**src/inc/wdrr_pkg.sv**
```systemverilog
`default_nettype none
package wdrr_pkg;
  // Register word addresses on the plain register port
  localparam logic [3:0] ADDR_PWR_EN = 4'h0;
  localparam logic [3:0] ADDR_RELOAD = 4'h1;
  localparam logic [3:0] ADDR_ARM = 4'h2;
  localparam logic [3:0] ADDR_START = 4'h3;
  localparam logic [3:0] ADDR_STATUS = 4'h4;
  localparam logic [3:0] ADDR_IRQ_CLR = 4'h5;
  localparam logic [3:0] ADDR_IRQ_EN = 4'h6;
  localparam logic [3:0] ADDR_COUNT_LO = 4'h7;
  localparam logic [3:0] ADDR_COUNT_HI = 4'h8;
  // Field positions
  localparam int WDOG_EN_POS = 6;
  localparam int REFRESH_BIT_POS = 6;
  localparam int PRESCALE_SELECT_POS = 7;
  localparam int OVF_POS = 0;
  // Reset values and terminal count
  localparam logic [7:0] RELOAD_RST = 8'h00;
  localparam logic [7:0] PWR_EN_RST = 8'h00;
  localparam logic [14:0] COUNT_RST = 15'h0000;
  localparam logic [14:0] COUNT_TERM = 15'h7FFF;
  localparam logic [15:0] RESET_VECTOR = 16'h0000;
  // Prescaler ratios, in oscillator cycles per count
  localparam int PRESC_SLOW_OFF = 24;
  localparam int PRESC_SLOW_ON = 384;
  localparam logic [8:0] DIV_FAST_MAX = 9'(PRESC_SLOW_OFF - 1);
  localparam logic [8:0] DIV_SLOW_MAX = 9'(PRESC_SLOW_ON - 1);
  // Length of the processor reset pulse, in clock cycles
  localparam logic [3:0] CPU_RST_CYCLES = 4'h8;

  typedef struct packed {
    logic [3:0] addr;
    logic [7:0] wdata;
    logic wr;
    logic rd;
  } wdrr_bus_req_t;
endpackage
`default_nettype wire

```
**src/hdl/wdrr_prescaler.sv**
```systemverilog
`timescale 1ns/1ps
`default_nettype none
module wdrr_prescaler
  import wdrr_pkg::*;
(
  // Clock and reset
  input wire logic clk_sys,
  input wire logic rst_n,
  // Control
  input wire logic run,
  input wire logic slow,
  input wire logic restart,
  // Tick out
  output logic tick
);
  logic [8:0] cnt_q;
  logic [8:0] cnt_d;
  logic [8:0] max_v;

  always_comb
  begin
    max_v = slow ? DIV_SLOW_MAX : DIV_FAST_MAX; // see RQ2 see RQ8
    cnt_d = cnt_q;
    tick = 1'b0;
    if (!run || restart)
    begin
      cnt_d = 9'h000;
    end
    else if (cnt_q >= max_v)
    begin
      cnt_d = 9'h000;
      tick = 1'b1; // see RQ8
    end
    else
    begin
      cnt_d = cnt_q + 9'h001;
    end
  end

  always_ff @(posedge clk_sys)
  begin
    if (!rst_n)
      cnt_q <= 9'h000;
    else
      cnt_q <= cnt_d;
  end
endmodule
`default_nettype wire

```
**src/hdl/wdrr_top.sv**
```systemverilog
// How it works
// RQ1 - Software sets the enable bit in the peripheral power enable register before counting starts.
// RQ2 - Bit 7 of the reload register picks the slow or fast prescaler.
// RQ3 - The low seven reload bits give the upper seven bits of the 15-bit counter.
// RQ4 - Only an arm write followed at once by a start write refreshes or starts the counter.
// RQ5 - A missed refresh lets the counter expire and the processor is reset.
// RQ6 - The watchdog restart sends the processor to the normal reset address, zero.
// RQ7 - Software should mask interrupts around the two refresh writes.
// RQ8 - The counter steps every 24 cycles, or every 384 with the prescaler bit set.
// RQ9 - Reaching all ones raises the overflow that causes the reset.
// RQ10 - Each overflow sets a sticky status flag that software clears and reset clears.
// RQ11 - Each valid refresh loads the reload value into the counter's high part.
// RQ12 - With the enable bit clear the counter halts and nothing fires.
//
// Local design decisions: the plain strobed port and the address map.
`timescale 1ns/1ps
`default_nettype none
module wdrr_top
  import wdrr_pkg::*;
(
  // Clock and reset
  input wire logic clk_sys,
  input wire logic rst_n,
  // Register port
  input wire logic [3:0] reg_addr,
  input wire logic [7:0] reg_wdata,
  input wire logic reg_wr,
  input wire logic reg_rd,
  output logic [7:0] reg_rdata,
  // Processor reset
  output logic cpu_reset,
  output logic [15:0] cpu_reset_vector,
  // Interrupt
  output logic irq
);
  wdrr_bus_req_t req;
  logic [7:0] pwr_en_q, pwr_en_d;
  logic [7:0] reload_q, reload_d;
  logic armed_q, armed_d;
  logic started_q, started_d;
  logic [14:0] count_q, count_d;
  logic ovf_q, ovf_d;
  logic irq_en_q, irq_en_d;
  logic [3:0] rst_cnt_q, rst_cnt_d;
  logic [7:0] rdata_q, rdata_d;
  logic tick;
  logic enabled;
  logic arm_wr;
  logic start_wr;
  logic refresh;
  logic overflow;

  // Write of a refresh bit to one of the two refresh addresses
  function automatic logic refresh_bit_wr(input wdrr_bus_req_t r, input logic [3:0] a);
    return r.wr && r.addr == a && r.wdata[REFRESH_BIT_POS];
  endfunction

  assign req = '{addr: reg_addr, wdata: reg_wdata, wr: reg_wr, rd: reg_rd};
  assign enabled = pwr_en_q[WDOG_EN_POS]; // see RQ1 see RQ12
  assign arm_wr = refresh_bit_wr(req, ADDR_ARM);
  assign start_wr = refresh_bit_wr(req, ADDR_START);
  // Armed lasts only one cycle, so any other access in between kills it
  // Expiry beats a start that lands in the terminal cycle
  assign refresh = start_wr && armed_q && enabled && !overflow; // see RQ4
  assign overflow = enabled && started_q && count_q == COUNT_TERM; // see RQ9 see RQ12

  wdrr_prescaler u_wdrr_prescaler (
    .clk_sys(clk_sys),
    .rst_n(rst_n),
    .run(enabled && started_q),
    .slow(reload_q[PRESCALE_SELECT_POS]),
    .restart(refresh),
    .tick(tick)
  );

  always_comb
  begin
    pwr_en_d = pwr_en_q;
    reload_d = reload_q;
    irq_en_d = irq_en_q;
    armed_d = arm_wr; // see RQ4
    started_d = started_q;
    count_d = count_q;
    ovf_d = ovf_q;
    rst_cnt_d = rst_cnt_q;
    // Countdown first so a fresh expiry always restarts the full pulse
    if (rst_cnt_q != 4'h0)
      rst_cnt_d = rst_cnt_q - 4'h1;
    if (req.wr)
    begin
      case (req.addr)
        ADDR_PWR_EN: pwr_en_d = req.wdata;
        ADDR_RELOAD: reload_d = req.wdata;
        ADDR_IRQ_EN: irq_en_d = req.wdata[OVF_POS];
        ADDR_IRQ_CLR:
        begin
          if (req.wdata[OVF_POS])
            ovf_d = 1'b0; // see RQ10
        end
        default: ;
      endcase
    end
    if (refresh)
    begin
      started_d = 1'b1;
      count_d = {reload_q[6:0], 8'h00}; // see RQ3 see RQ11
    end
    else if (overflow)
    begin
      // Expiry resets the processor and leaves the watchdog stopped
      started_d = 1'b0;
      count_d = COUNT_RST;
      rst_cnt_d = CPU_RST_CYCLES; // see RQ5
    end
    else if (tick)
    begin
      count_d = count_q + 15'h0001; // see RQ8
    end
    if (overflow)
      ovf_d = 1'b1; // see RQ10
  end

  always_comb
  begin
    rdata_d = 8'h00;
    if (req.rd)
    begin
      case (req.addr)
        ADDR_PWR_EN: rdata_d = pwr_en_q;
        ADDR_RELOAD: rdata_d = reload_q;
        ADDR_STATUS: rdata_d = {7'h00, ovf_q};
        ADDR_IRQ_EN: rdata_d = {7'h00, irq_en_q};
        ADDR_COUNT_LO: rdata_d = count_q[7:0];
        ADDR_COUNT_HI: rdata_d = {1'b0, count_q[14:8]};
        default: rdata_d = 8'h00;
      endcase
    end
  end

  always_ff @(posedge clk_sys)
  begin
    if (!rst_n)
    begin
      pwr_en_q <= PWR_EN_RST;
      reload_q <= RELOAD_RST;
      irq_en_q <= 1'b0;
      armed_q <= 1'b0;
      started_q <= 1'b0;
      count_q <= COUNT_RST;
      ovf_q <= 1'b0;
      rst_cnt_q <= 4'h0;
      rdata_q <= 8'h00;
    end
    else
    begin
      pwr_en_q <= pwr_en_d;
      reload_q <= reload_d;
      irq_en_q <= irq_en_d;
      armed_q <= armed_d;
      started_q <= started_d;
      count_q <= count_d;
      ovf_q <= ovf_d;
      rst_cnt_q <= rst_cnt_d;
      rdata_q <= rdata_d;
    end
  end

  assign reg_rdata = rdata_q;
  assign cpu_reset = rst_cnt_q != 4'h0;
  assign cpu_reset_vector = RESET_VECTOR; // see RQ6
  assign irq = ovf_q && irq_en_q;

  AST_REFRESH_LOAD: assert property (@(posedge clk_sys) disable iff (!rst_n) // see RQ11
    refresh |=> count_q == {$past(reload_q[6:0]), 8'h00})
    else $error("refresh did not load reload value");
  AST_NO_LONE_START: assert property (@(posedge clk_sys) disable iff (!rst_n) // see RQ4
    (start_wr && !$past(arm_wr) && !started_q) |=> !started_q)
    else $error("start without arm took effect");
  AST_RESET_ON_OVF: assert property (@(posedge clk_sys) disable iff (!rst_n) // see RQ5
    overflow |=> cpu_reset [*8] ##1 !cpu_reset)
    else $error("processor reset pulse wrong");
  AST_OVF_FLAG: assert property (@(posedge clk_sys) disable iff (!rst_n) // see RQ10
    overflow |=> ovf_q)
    else $error("overflow flag not set");
  AST_FLAG_STICKY: assert property (@(posedge clk_sys) disable iff (!rst_n) // see RQ10
    (ovf_q && !(req.wr && req.addr == ADDR_IRQ_CLR)) |=> ovf_q)
    else $error("overflow flag lost");
  AST_HALT: assert property (@(posedge clk_sys) disable iff (!rst_n) // see RQ12
    (!enabled && !refresh) |=> $stable(count_q))
    else $error("counter moved while disabled");
  AST_OVF_TERM: assert property (@(posedge clk_sys) disable iff (!rst_n) // see RQ9
    (enabled && started_q && count_q == COUNT_TERM && !refresh) |=> count_q == COUNT_RST)
    else $error("terminal state did not overflow");
  AST_FAST_STEP: assert property (@(posedge clk_sys) disable iff (!rst_n) // see RQ8
    (tick && !reload_q[PRESCALE_SELECT_POS]) |=> !tick [*8])
    else $error("prescaler ticks too often");
  AST_VECTOR: assert property (@(posedge clk_sys) disable iff (!rst_n) // see RQ6
    cpu_reset |-> cpu_reset_vector == 16'h0000)
    else $error("reset vector not zero");
endmodule
`default_nettype wire

```
**config.mk**
```make
export PLATFORM = sky130hd
export DESIGN_NAME = wdrr_top
export DESIGN_NICKNAME = d
export VERILOG_FILES = /design/src/inc/wdrr_pkg.sv /design/src/hdl/wdrr_prescaler.sv /design/src/hdl/wdrr_top.sv
export SDC_FILE = /design/constraint.sdc
export NUM_CORES = 1
export LEC_CHECK = 0
export ABC_AREA = 1
export BUFFER_PORTS_ARGS = -buffer_cell sky130_fd_sc_hd__buf_2
export CORE_UTILIZATION = 40
export CTS_CLUSTER_DIAMETER = 40
export DETAILED_ROUTE_END_ITERATION = 10
export GPL_TIMING_DRIVEN = 0
export PLACE_DENSITY = 0.63
export SYNTH_ARGS = -nofsm -noshare
export SYNTH_HDL_FRONTEND = slang
export SYNTH_SLANG_ARGS = --single-unit
```
**constraint.sdc**
```tcl
create_clock -name clk_sys -period 2.04 [get_ports clk_sys]
set_clock_uncertainty 0.05 [all_clocks]
set_input_delay 0.204 -clock clk_sys [delete_from_list [all_inputs] [get_ports clk_sys]]
set_output_delay 0.204 -clock clk_sys [all_outputs]
set_load 0.02 [all_outputs]
```
==> impl_metrics.prom, run 1 <==
# TYPE chip_impl_metric gauge
chip_impl_info{name="result_of_the_run",value="complete, no violations"} 1
chip_impl_metric{name="cts_made_buffers",unit=""} 5
chip_impl_metric{name="io_pins",unit=""} 42
chip_impl_info{name="critical-path-slowest-cell",value="sky130_fd_sc_hd__dfxtp_2"} 1
chip_impl_metric{name="critical_path_arrival",unit="ns"} 2.08
chip_impl_metric{name="synth_sequential_area_ratio",unit="%"} 37.2
chip_impl_info{name="clock_tree.root_cell",value="sky130_fd_sc_hd__clkbuf_8"} 1
chip_impl_metric{name="cell_internal_power_dissipation",unit="mW"} 1.49
chip_impl_metric{name="layout.filler_cells",unit=""} 760
chip_impl_metric{name="max_freq",unit="GHz"} 0.524
chip_impl_metric{name="ctsLongestPathBuffers",unit=""} 2
chip_impl_metric{name="holdBufCountCts",unit=""} 0
chip_impl_metric{name="grt_max_degree",unit=""} 19
chip_impl_metric{name="maxCapViolCount",unit=""} 0
chip_impl_metric{name="area_growth_syn_to_layout",unit="%"} 14.0
chip_impl_metric{name="grt_first_pass_wirelength",unit="µm"} 11500
chip_impl_metric{name="num_antenna_cells",unit=""} 0
chip_impl_info{name="synth_area_leaders",value="sky130_fd_sc_hd__dfxtp_1 (37%), sky130_fd_sc_hd__nand2_1 (9.9%), sky130_fd_sc_hd__nor2_1 (8.2%), sky130_fd_sc_hd__inv_1 (7.6%), sky130_fd_sc_hd__nand3_1 (5.0%)"} 1
chip_impl_metric{name="vdd.ir_drop.worst",unit="mV"} 0.309
chip_impl_metric{name="synth_adder_area_share",unit="%"} 2.91
chip_impl_metric{name="numPlacedInstances",unit=""} 570
chip_impl_metric{name="synthMuxAreaShare",unit="%"} 0
chip_impl_metric{name="cp_num_buf_inv",unit=""} 1
chip_impl_metric{name="1st_iter_drt_viols",unit=""} 169
chip_impl_metric{name="final-instance-count-excl-fill",unit=""} 579
chip_impl_metric{name="synth-xor-area-share",unit="%"} 3.49
chip_impl_metric{name="ratio_of_cells_with_drive_above_1_in_the_final_layout",unit="%"} 16.7
chip_impl_metric{name="synth-edff-count",unit=""} 0
chip_impl_info{name="synth.most_common_cell",value="sky130_fd_sc_hd__nand2_1"} 1
chip_impl_metric{name="cts.sinks",unit=""} 56
chip_impl_info{name="timing.critical_path.to_type",value="flop"} 1
chip_impl_metric{name="overflow",unit=""} 0
chip_impl_metric{name="ant_nets",unit=""} 0
chip_impl_info{name="worstPathCellList",value="ha_1 -> inv_1 -> nor2_4 -> nand2_2 -> nor2_1 -> o21ai_2 -> nor2_2 -> nand2_1 -> nand2_1 -> a21oi_1"} 1
chip_impl_metric{name="final_core_utilization",unit="%"} 47.3
chip_impl_metric{name="report.final.setup_viol",unit=""} 0
chip_impl_metric{name="syn-instance-count",unit=""} 431
chip_impl_metric{name="synth_area",unit="µm²"} 3010
chip_impl_metric{name="route.met2.wl",unit="µm"} 3330
chip_impl_metric{name="net-switching-power",unit="mW"} 0.614
chip_impl_metric{name="worstSkewPairLatency",unit="ns"} 0.32
chip_impl_metric{name="grt_pass1_vias",unit=""} 2456
chip_impl_info{name="start_kind",value="flop"} 1
chip_impl_metric{name="slew_headroom",unit="%"} 56.1
chip_impl_metric{name="non_filler_cell_area_final",unit="µm²"} 3430
chip_impl_metric{name="worst_ep_required_time",unit="ns"} 2.21
chip_impl_info{name="synth_top_area_cell",value="sky130_fd_sc_hd__dfxtp_1"} 1
chip_impl_metric{name="fp.coreArea",unit="µm²"} 7250
chip_impl_metric{name="fin_hold_ws",unit="ns"} 0.123
chip_impl_metric{name="die-area",unit="µm²"} 7880
chip_impl_metric{name="grtUsageTotal",unit="%"} 18.9
chip_impl_info{name="rsz_0062_raised_after_global_routing",value="no"} 1
chip_impl_metric{name="fraction_of_the_mapped_netlist_area_in_compound_gates",unit="%"} 13.2
chip_impl_info{name="timing.critical_path.mode_cell",value="sky130_fd_sc_hd__nand2_1"} 1
chip_impl_metric{name="synth_cell_types",unit=""} 34
chip_impl_metric{name="dp.final_hpwl",unit="µm"} 5330
chip_impl_metric{name="final_period_minus_worst_setup_slack",unit="ns"} 1.91
chip_impl_metric{name="max_slew.worst_pin.slew",unit="ns"} 0.657
chip_impl_metric{name="synth_async_sr_flop_share",unit="%"} 0
chip_impl_metric{name="drt_pass1_iterations",unit=""} 4
chip_impl_metric{name="maxSlewViolCount",unit=""} 0
chip_impl_info{name="hold_path_class",value="in -> reg"} 1
chip_impl_metric{name="timing.final.hold_violations",unit=""} 0
chip_impl_metric{name="cts-htree-levels",unit=""} 2
chip_impl_info{name="crit_type",value="reg -> reg"} 1
chip_impl_info{name="critical-path-top-delay-family",value="simple AND/OR/NAND/NOR gates"} 1
chip_impl_info{name="ys_dominant_reg_cell",value="sky130_fd_sc_hd__dfxtp_1"} 1
chip_impl_info{name="synth.top_cells.by_count",value="sky130_fd_sc_hd__nand2_1 (79), sky130_fd_sc_hd__nor2_1 (66), sky130_fd_sc_hd__inv_1 (61)"} 1
chip_impl_metric{name="synthDominantCellAreaShare",unit="%"} 37.2
chip_impl_metric{name="detail_route.drc_violations",unit=""} 0
chip_impl_metric{name="pwr_density",unit="nW/µm²"} 614
chip_impl_metric{name="proportion_of_power_drawn_by_the_clock_network",unit="%"} 30.2
chip_impl_metric{name="power_frac_comb",unit="%"} 15.1
chip_impl_metric{name="numPortBuffers",unit=""} 25
chip_impl_metric{name="portion_of_the_clock_cycle_consumed_by_the_worst_path_in_the_final_layout",unit="%"} 93.5
chip_impl_metric{name="yosys_warnings",unit=""} 0
chip_impl_metric{name="met3RoutedLength",unit="µm"} 265
chip_impl_metric{name="synthSimpleGateAreaFrac",unit="%"} 30.3
chip_impl_metric{name="post_dp_cell_area",unit="µm²"} 3320
chip_impl_metric{name="nets",unit=""} 502
chip_impl_metric{name="wl_met1",unit="µm"} 3300
chip_impl_metric{name="die_h",unit="µm"} 88.8
chip_impl_metric{name="detailroute.via_count",unit=""} 2782
chip_impl_metric{name="cpPeakStageDelay",unit="ns"} 0.40
chip_impl_metric{name="final_wirelength",unit="µm"} 6990
chip_impl_info{name="top_layer",value="met4"} 1
chip_impl_metric{name="antenna_violations_before_repair",unit=""} 0
chip_impl_metric{name="viasPerCell",unit=""} 4.80
chip_impl_info{name="tritoncts_clock_tree",value="done"} 1
chip_impl_info{name="synth_top_family_by_area",value="simple AND/OR/NAND/NOR gates"} 1
chip_impl_metric{name="power.static_leakage",unit="nW"} 1.49
chip_impl_metric{name="yosys_register_bits",unit=""} 56
chip_impl_metric{name="clkTransAtPathRegs",unit="ns"} 0.11
chip_impl_metric{name="num_rows",unit=""} 31
chip_impl_metric{name="start_util",unit="%"} 41.5
chip_impl_metric{name="cts_post_setup_buffers_inserted",unit=""} 0
chip_impl_metric{name="detail_route.wl_per_cell",unit="µm"} 12.1
chip_impl_metric{name="power.share.sequential",unit="%"} 54.7
chip_impl_metric{name="power.share.switching",unit="%"} 29.2
chip_impl_metric{name="avgSynthCellArea",unit="µm²"} 6.98
chip_impl_metric{name="path_max_fanout",unit=""} 5
chip_impl_metric{name="rd_place_congestion",unit=""} 0.859
chip_impl_metric{name="floorplan.die.width",unit="µm"} 88.8
flip-flops by register name (all words and copies together) (netlist names):
register                flops
armed_q                     1
count_q                    15
irq_en_q                    1
ovf_q                       1
pwr_en_q                    8
reg_rdata                   8
reload_q                    8
rst_cnt_q                   4
started_q                   1
u_wdrr_prescaler.cnt_q      9
tightest hold or removal path, delay by kind of cell:
| kind | cells | cell delay (ns) |
|---|---|---|
| buf+inv | 2 | 0.17 |
| simple gates | 1 | 0.10 |
cell type report:
class | instances | area (µm²) | area share, %
Inverter | 62 | 234 | 6.82
Clock buffer | 5 | 68.8 | 2.01
Buffer | 21 | 148 | 4.30
Multi-Input combinational cell | 308 | 1590 | 46.3
Timing Repair Buffer | 25 | 125 | 3.65
Sequential cell | 56 | 1120 | 32.7
Tap cell | 99 | 124 | 3.61
Clock inverter | 3 | 21.3 | 0.620
placed cells by master, fill, tap and decap left out, types with 16 or more instances in the layout:
cell type and count:
sky130_fd_sc_hd__o21ai_0 20, sky130_fd_sc_hd__nor2_1 66, sky130_fd_sc_hd__a21oi_1 29, sky130_fd_sc_hd__inv_1 58, sky130_fd_sc_hd__buf_2 26, sky130_fd_sc_hd__nand3_1 30
sky130_fd_sc_hd__buf_4 16, sky130_fd_sc_hd__conb_1 16, sky130_fd_sc_hd__dfxtp_1 54, sky130_fd_sc_hd__nand2_1 77
what timing repair did:
item,in CTS,in global routing
setup endpoints to repair,1,16
pin swaps,0,1
resized for setup,1,8
gates cloned,0,1
endpoints found under the hold margin,0,0
cell families (layout without fill, tap and decap cells):
family / Yosys count / after routing
buf+inv: 83 / 116
simple gates: 203 / 204
xor+xnor: 12 / 12
fa+ha+maj: 7 / 7
other cells: 1 / 16
compound gates: 69 / 69
flops: 56 / 56
power by group through the flow:
stage / registers (mW) / logic [mW] / clock network (mW)
floorplan: 1.17 / 0.243 / 0
global placement: 1.18 / 0.311 / 0
detailed placement: 1.18 / 0.316 / 0
CTS: 1.15 / 0.319 / 0.648
global route: 1.16 / 0.360 / 0.695
finish: 1.15 / 0.318 / 0.636
per-layer routing:
| layer | vias up | track usage (%) |
|---|---|---|
| li1 | 1454 | - |
| met1 | 1245 | 25.8 |
| met2 | 77 | 30.8 |
| met3 | 6 | 2.71 |
| met4 | 0 | 5.87 |
| met5 | - | 0 |
path summary, 6_finish.rpt:
check                                       start                                   end  slack (ns)  depth (start not counted)
min                                        reg_rd               reg_rdata[7]$_SDFF_PN0_        0.12                          3
max reg2reg               count_q[0]$_SDFFE_PP0N_               count_q[5]$_SDFFE_PP0N_        0.13                         10
max                       count_q[0]$_SDFFE_PP0N_               count_q[5]$_SDFFE_PP0N_        0.13                         10
min reg2reg  u_wdrr_prescaler.cnt_q[0]$_SDFF_PP0_  u_wdrr_prescaler.cnt_q[0]$_SDFF_PP0_        0.40                          1
through the flow:
| step | setup TNS (ns) | total power [mW] | setup WS [ns] |
|---|---|---|---|
| after CTS | 0 | 2.12 | 0.0114 |
| final | 0 | 2.11 | 0.133 |
| after detailed placement | -0.0458 | 1.49 | -0.0458 |
| after floorplan | 0 | 1.42 | 0.373 |
| after global placement | -0.0259 | 1.49 | -0.0259 |
| after global routing | 0 | 2.22 | 0.000456 |
Power figures use the tool's default switching activity.
==> run 2: changes to the inputs <==
==> constraint.sdc (replaced) <==
create_clock -name clk_sys -period 2.04 [get_ports clk_sys]
set_clock_uncertainty 0.05 [all_clocks]
set_input_delay 0 -clock clk_sys [delete_from_list [all_inputs] [get_ports clk_sys]]
set_output_delay 0 -clock clk_sys [all_outputs]
set_load 0.02 [all_outputs]
==> run 2 against run 1 <==
Against the previous run: core utilization increased by 1.5 points; sequential power barely moved; power grew 0.80%; first-iteration DRC count fell by 4.1%; fmax fell by 0.18%; clock power about the same; register-to-register slack barely moved; sequential share of layout area is 1.0 points lower; count of clock-buffer cells in the layout stayed put; largest cell class unchanged; largest power group unchanged.
==> impl_metrics.prom, run 2 (synthesized netlist as in run 1, its figures left out) <==
# TYPE chip_impl_metric gauge
chip_impl_metric{name="path_max_fanout",unit=""} 5
chip_impl_info{name="clock_tree.root_cell",value="sky130_fd_sc_hd__clkbuf_8"} 1
chip_impl_info{name="commonest_cells_after_routing_fill_and_taps_aside",value="sky130_fd_sc_hd__nand2_1 (77), sky130_fd_sc_hd__nor2_1 (66), sky130_fd_sc_hd__inv_1 (58), sky130_fd_sc_hd__dfxtp_1 (54), sky130_fd_sc_hd__nand3_1 (30)"} 1
chip_impl_metric{name="reg2reg_depth",unit=""} 10
chip_impl_metric{name="area_growth_syn_to_layout",unit="%"} 17.7
chip_impl_info{name="mostFrequentLayoutCell",value="sky130_fd_sc_hd__nand2_1"} 1
chip_impl_metric{name="max_freq",unit="GHz"} 0.523
chip_impl_info{name="crit_type",value="reg -> reg"} 1
chip_impl_info{name="top_register",value="count_q"} 1
chip_impl_metric{name="detailroute.via_count",unit=""} 2832
chip_impl_metric{name="num_antenna_cells",unit=""} 0
chip_impl_metric{name="nets",unit=""} 513
chip_impl_info{name="worstReg2RegEnd",value="count_q[5]$_SDFFE_PP0N_"} 1
chip_impl_metric{name="grt_max_degree",unit=""} 19
chip_impl_metric{name="final_wirelength",unit="µm"} 7110
chip_impl_info{name="critical_path.startpoint",value="count_q[0]$_SDFFE_PP0N_"} 1
chip_impl_metric{name="overflow",unit=""} 0
chip_impl_metric{name="pwr_density",unit="nW/µm²"} 599
chip_impl_metric{name="ant_nets",unit=""} 0
chip_impl_metric{name="detail_route.wl_per_cell",unit="µm"} 12.0
chip_impl_metric{name="maxSlewViolCount",unit=""} 0
chip_impl_metric{name="power.static_leakage",unit="nW"} 1.53
chip_impl_metric{name="cts-htree-levels",unit=""} 2
chip_impl_metric{name="max_slew.worst_pin.slew",unit="ns"} 0.655
chip_impl_metric{name="final_period_minus_worst_setup_slack",unit="ns"} 1.91
chip_impl_info{name="result_of_the_run",value="complete, no violations"} 1
chip_impl_metric{name="detail_route.drc_violations",unit=""} 0
chip_impl_info{name="tritoncts_clock_tree",value="done"} 1
chip_impl_metric{name="die_h",unit="µm"} 88.8
chip_impl_metric{name="slew_headroom",unit="%"} 56.2
chip_impl_metric{name="min_delay_path_depth",unit=""} 4
chip_impl_metric{name="1st_iter_drt_viols",unit=""} 162
chip_impl_metric{name="power.share.switching",unit="%"} 29.1
chip_impl_metric{name="power.share.sequential",unit="%"} 54.3
chip_impl_info{name="hold_path_class",value="in -> reg"} 1
chip_impl_metric{name="antenna_violations_before_repair",unit=""} 0
chip_impl_info{name="launch_point_of_the_worst_hold_path",value="reg_addr[3]"} 1
chip_impl_metric{name="num_rows",unit=""} 31
chip_impl_metric{name="proportion_of_power_drawn_by_the_clock_network",unit="%"} 30.1
chip_impl_metric{name="cpPeakStageDelay",unit="ns"} 0.40
chip_impl_metric{name="floorplan.die.width",unit="µm"} 88.8
chip_impl_metric{name="net-switching-power",unit="mW"} 0.619
chip_impl_metric{name="portion_of_the_clock_cycle_consumed_by_the_worst_path_in_the_final_layout",unit="%"} 93.7
chip_impl_metric{name="ctsLongestPathBuffers",unit=""} 2
chip_impl_metric{name="cts_made_buffers",unit=""} 5
chip_impl_metric{name="cts_post_setup_buffers_inserted",unit=""} 0
chip_impl_metric{name="maxCapViolCount",unit=""} 0
chip_impl_metric{name="critical_path_arrival",unit="ns"} 2.08
chip_impl_info{name="critical-path-slowest-cell",value="sky130_fd_sc_hd__dfxtp_2"} 1
chip_impl_metric{name="timing.setup.tns",unit="ns"} 0
chip_impl_metric{name="numPortBuffers",unit=""} 25
chip_impl_metric{name="drt_pass1_iterations",unit=""} 5
chip_impl_metric{name="ratio_of_cells_with_drive_above_1_in_the_final_layout",unit="%"} 16.3
chip_impl_metric{name="cts.sinks",unit=""} 56
chip_impl_info{name="worst_hold_path.endpoint",value="irq_en_q$_SDFFE_PN0P_"} 1
chip_impl_metric{name="clkTransAtPathRegs",unit="ns"} 0.11
chip_impl_metric{name="cell_internal_power_dissipation",unit="mW"} 1.50
chip_impl_metric{name="dp.final_hpwl",unit="µm"} 5330
chip_impl_metric{name="post_dp_cell_area",unit="µm²"} 3320
chip_impl_metric{name="start_util",unit="%"} 41.5
chip_impl_metric{name="grt_first_pass_wirelength",unit="µm"} 11700
chip_impl_info{name="worstReg2RegStart",value="count_q[0]$_SDFFE_PP0N_"} 1
chip_impl_metric{name="timing.final.hold_violations",unit=""} 0
chip_impl_metric{name="worst_ep_required_time",unit="ns"} 2.21
chip_impl_info{name="timing.critical_path.to_type",value="flop"} 1
chip_impl_metric{name="power.total",unit="mW"} 2.12
chip_impl_metric{name="power_frac_comb",unit="%"} 15.7
chip_impl_metric{name="report.final.setup_viol",unit=""} 0
chip_impl_metric{name="viasPerCell",unit=""} 4.80
chip_impl_metric{name="die-area",unit="µm²"} 7880
chip_impl_metric{name="vdd.ir_drop.worst",unit="mV"} 0.312
chip_impl_metric{name="fp.coreArea",unit="µm²"} 7250
chip_impl_metric{name="reg2reg_slack",unit="ns"} 0.13
chip_impl_info{name="start_kind",value="flop"} 1
chip_impl_info{name="rsz_0062_raised_after_global_routing",value="no"} 1
chip_impl_info{name="timing.critical_path.mode_cell",value="sky130_fd_sc_hd__nand2_1"} 1
chip_impl_metric{name="grtUsageTotal",unit="%"} 19.2
chip_impl_metric{name="largest_register_ffs",unit=""} 15
chip_impl_metric{name="grt_pass1_vias",unit=""} 2526
chip_impl_metric{name="worstSkewPairLatency",unit="ns"} 0.32
chip_impl_metric{name="rd_place_congestion",unit=""} 0.859
chip_impl_metric{name="non_filler_cell_area_final",unit="µm²"} 3540
chip_impl_info{name="biggestRegsByFlops",value="count_q: 15 flops, u_wdrr_prescaler.cnt_q: 9 flops"} 1
chip_impl_metric{name="io_pins",unit=""} 42
chip_impl_info{name="worstPathCellList",value="ha_1 -> inv_1 -> nor2_4 -> nand2_2 -> nor2_1 -> o21ai_2 -> nor2_2 -> nand2_1 -> nand2_1 -> a21oi_1"} 1
==> run 2: worst max path at each step <==
stage,endpoint,slack [ns]
floorplan,count_q[5]$_SDFFE_PP0N_,0.37
global placement,count_q[8]$_SDFFE_PN0P_,-0.03
detailed placement,count_q[8]$_SDFFE_PN0P_,-0.05
CTS,count_q[8]$_SDFFE_PN0P_,0.01
global route,count_q[13]$_SDFFE_PN0P_,0.0005
finish,count_q[5]$_SDFFE_PP0N_,0.13
==> run 2: power by group through the flow <==
stage,combinational (mW),clock [mW],sequential [mW]
after floorplan,0.243,0,1.17
after global placement,0.311,0,1.18
after global routing,0.376,0.695,1.16
final,0.333,0.638,1.15
after CTS,0.333,0.648,1.15
after detailed placement,0.316,0,1.18
==> run 2: per-stage QoR <==
step                hold slack (ns)  std cells  utilization [%]  setup WS, ns
finish                       0.0172        590             48.8         0.129
global route                 0.0254        590             48.8      0.000456
CTS                          0.0158        589             48.5        0.0114
detailed placement            0.250        570             45.7       -0.0458
global placement              0.243        570             45.7       -0.0259
floorplan                    0.0790        446                -         0.373
==> run 2: worst max-delay path: cells and delay by family, from the launching register on <==
family / cells / cell delay [ns]
buffers and inverters: 1 / 0.08
and+or+nand+nor: 6 / 0.90
AOI/OAI and AO/OA: 2 / 0.17
DFF: 1 / 0.40
adders and majority gates: 1 / 0.20
==> run 2: cell type report <==
class / count / area (µm²)
clock inverters: 3 / 21.3
repair buffers: 36 / 235
well taps: 99 / 124
inverters: 62 / 234
multi-input cells: 308 / 1590
fillers: 753 / 3710
plain buffers: 21 / 148
flip-flops and latches: 56 / 1120
clock buffers: 5 / 68.8
==> run 2: what timing repair did <==
item,CTS,global route
endpoints found under the setup margin,1,16
pin swaps,0,1
hold buffers,11,0
gates cloned,0,1
resized for setup,1,8
hold endpoints to repair,19,0
==> run 2: routing by layer <==
layer	up-vias	track usage (%)	wire, µm
li1	1478	-	-
met1	1277	25.8	3330
met2	69	31.9	3380
met3	8	2.71	275
met4	0	5.87	114
met5	-	0	0
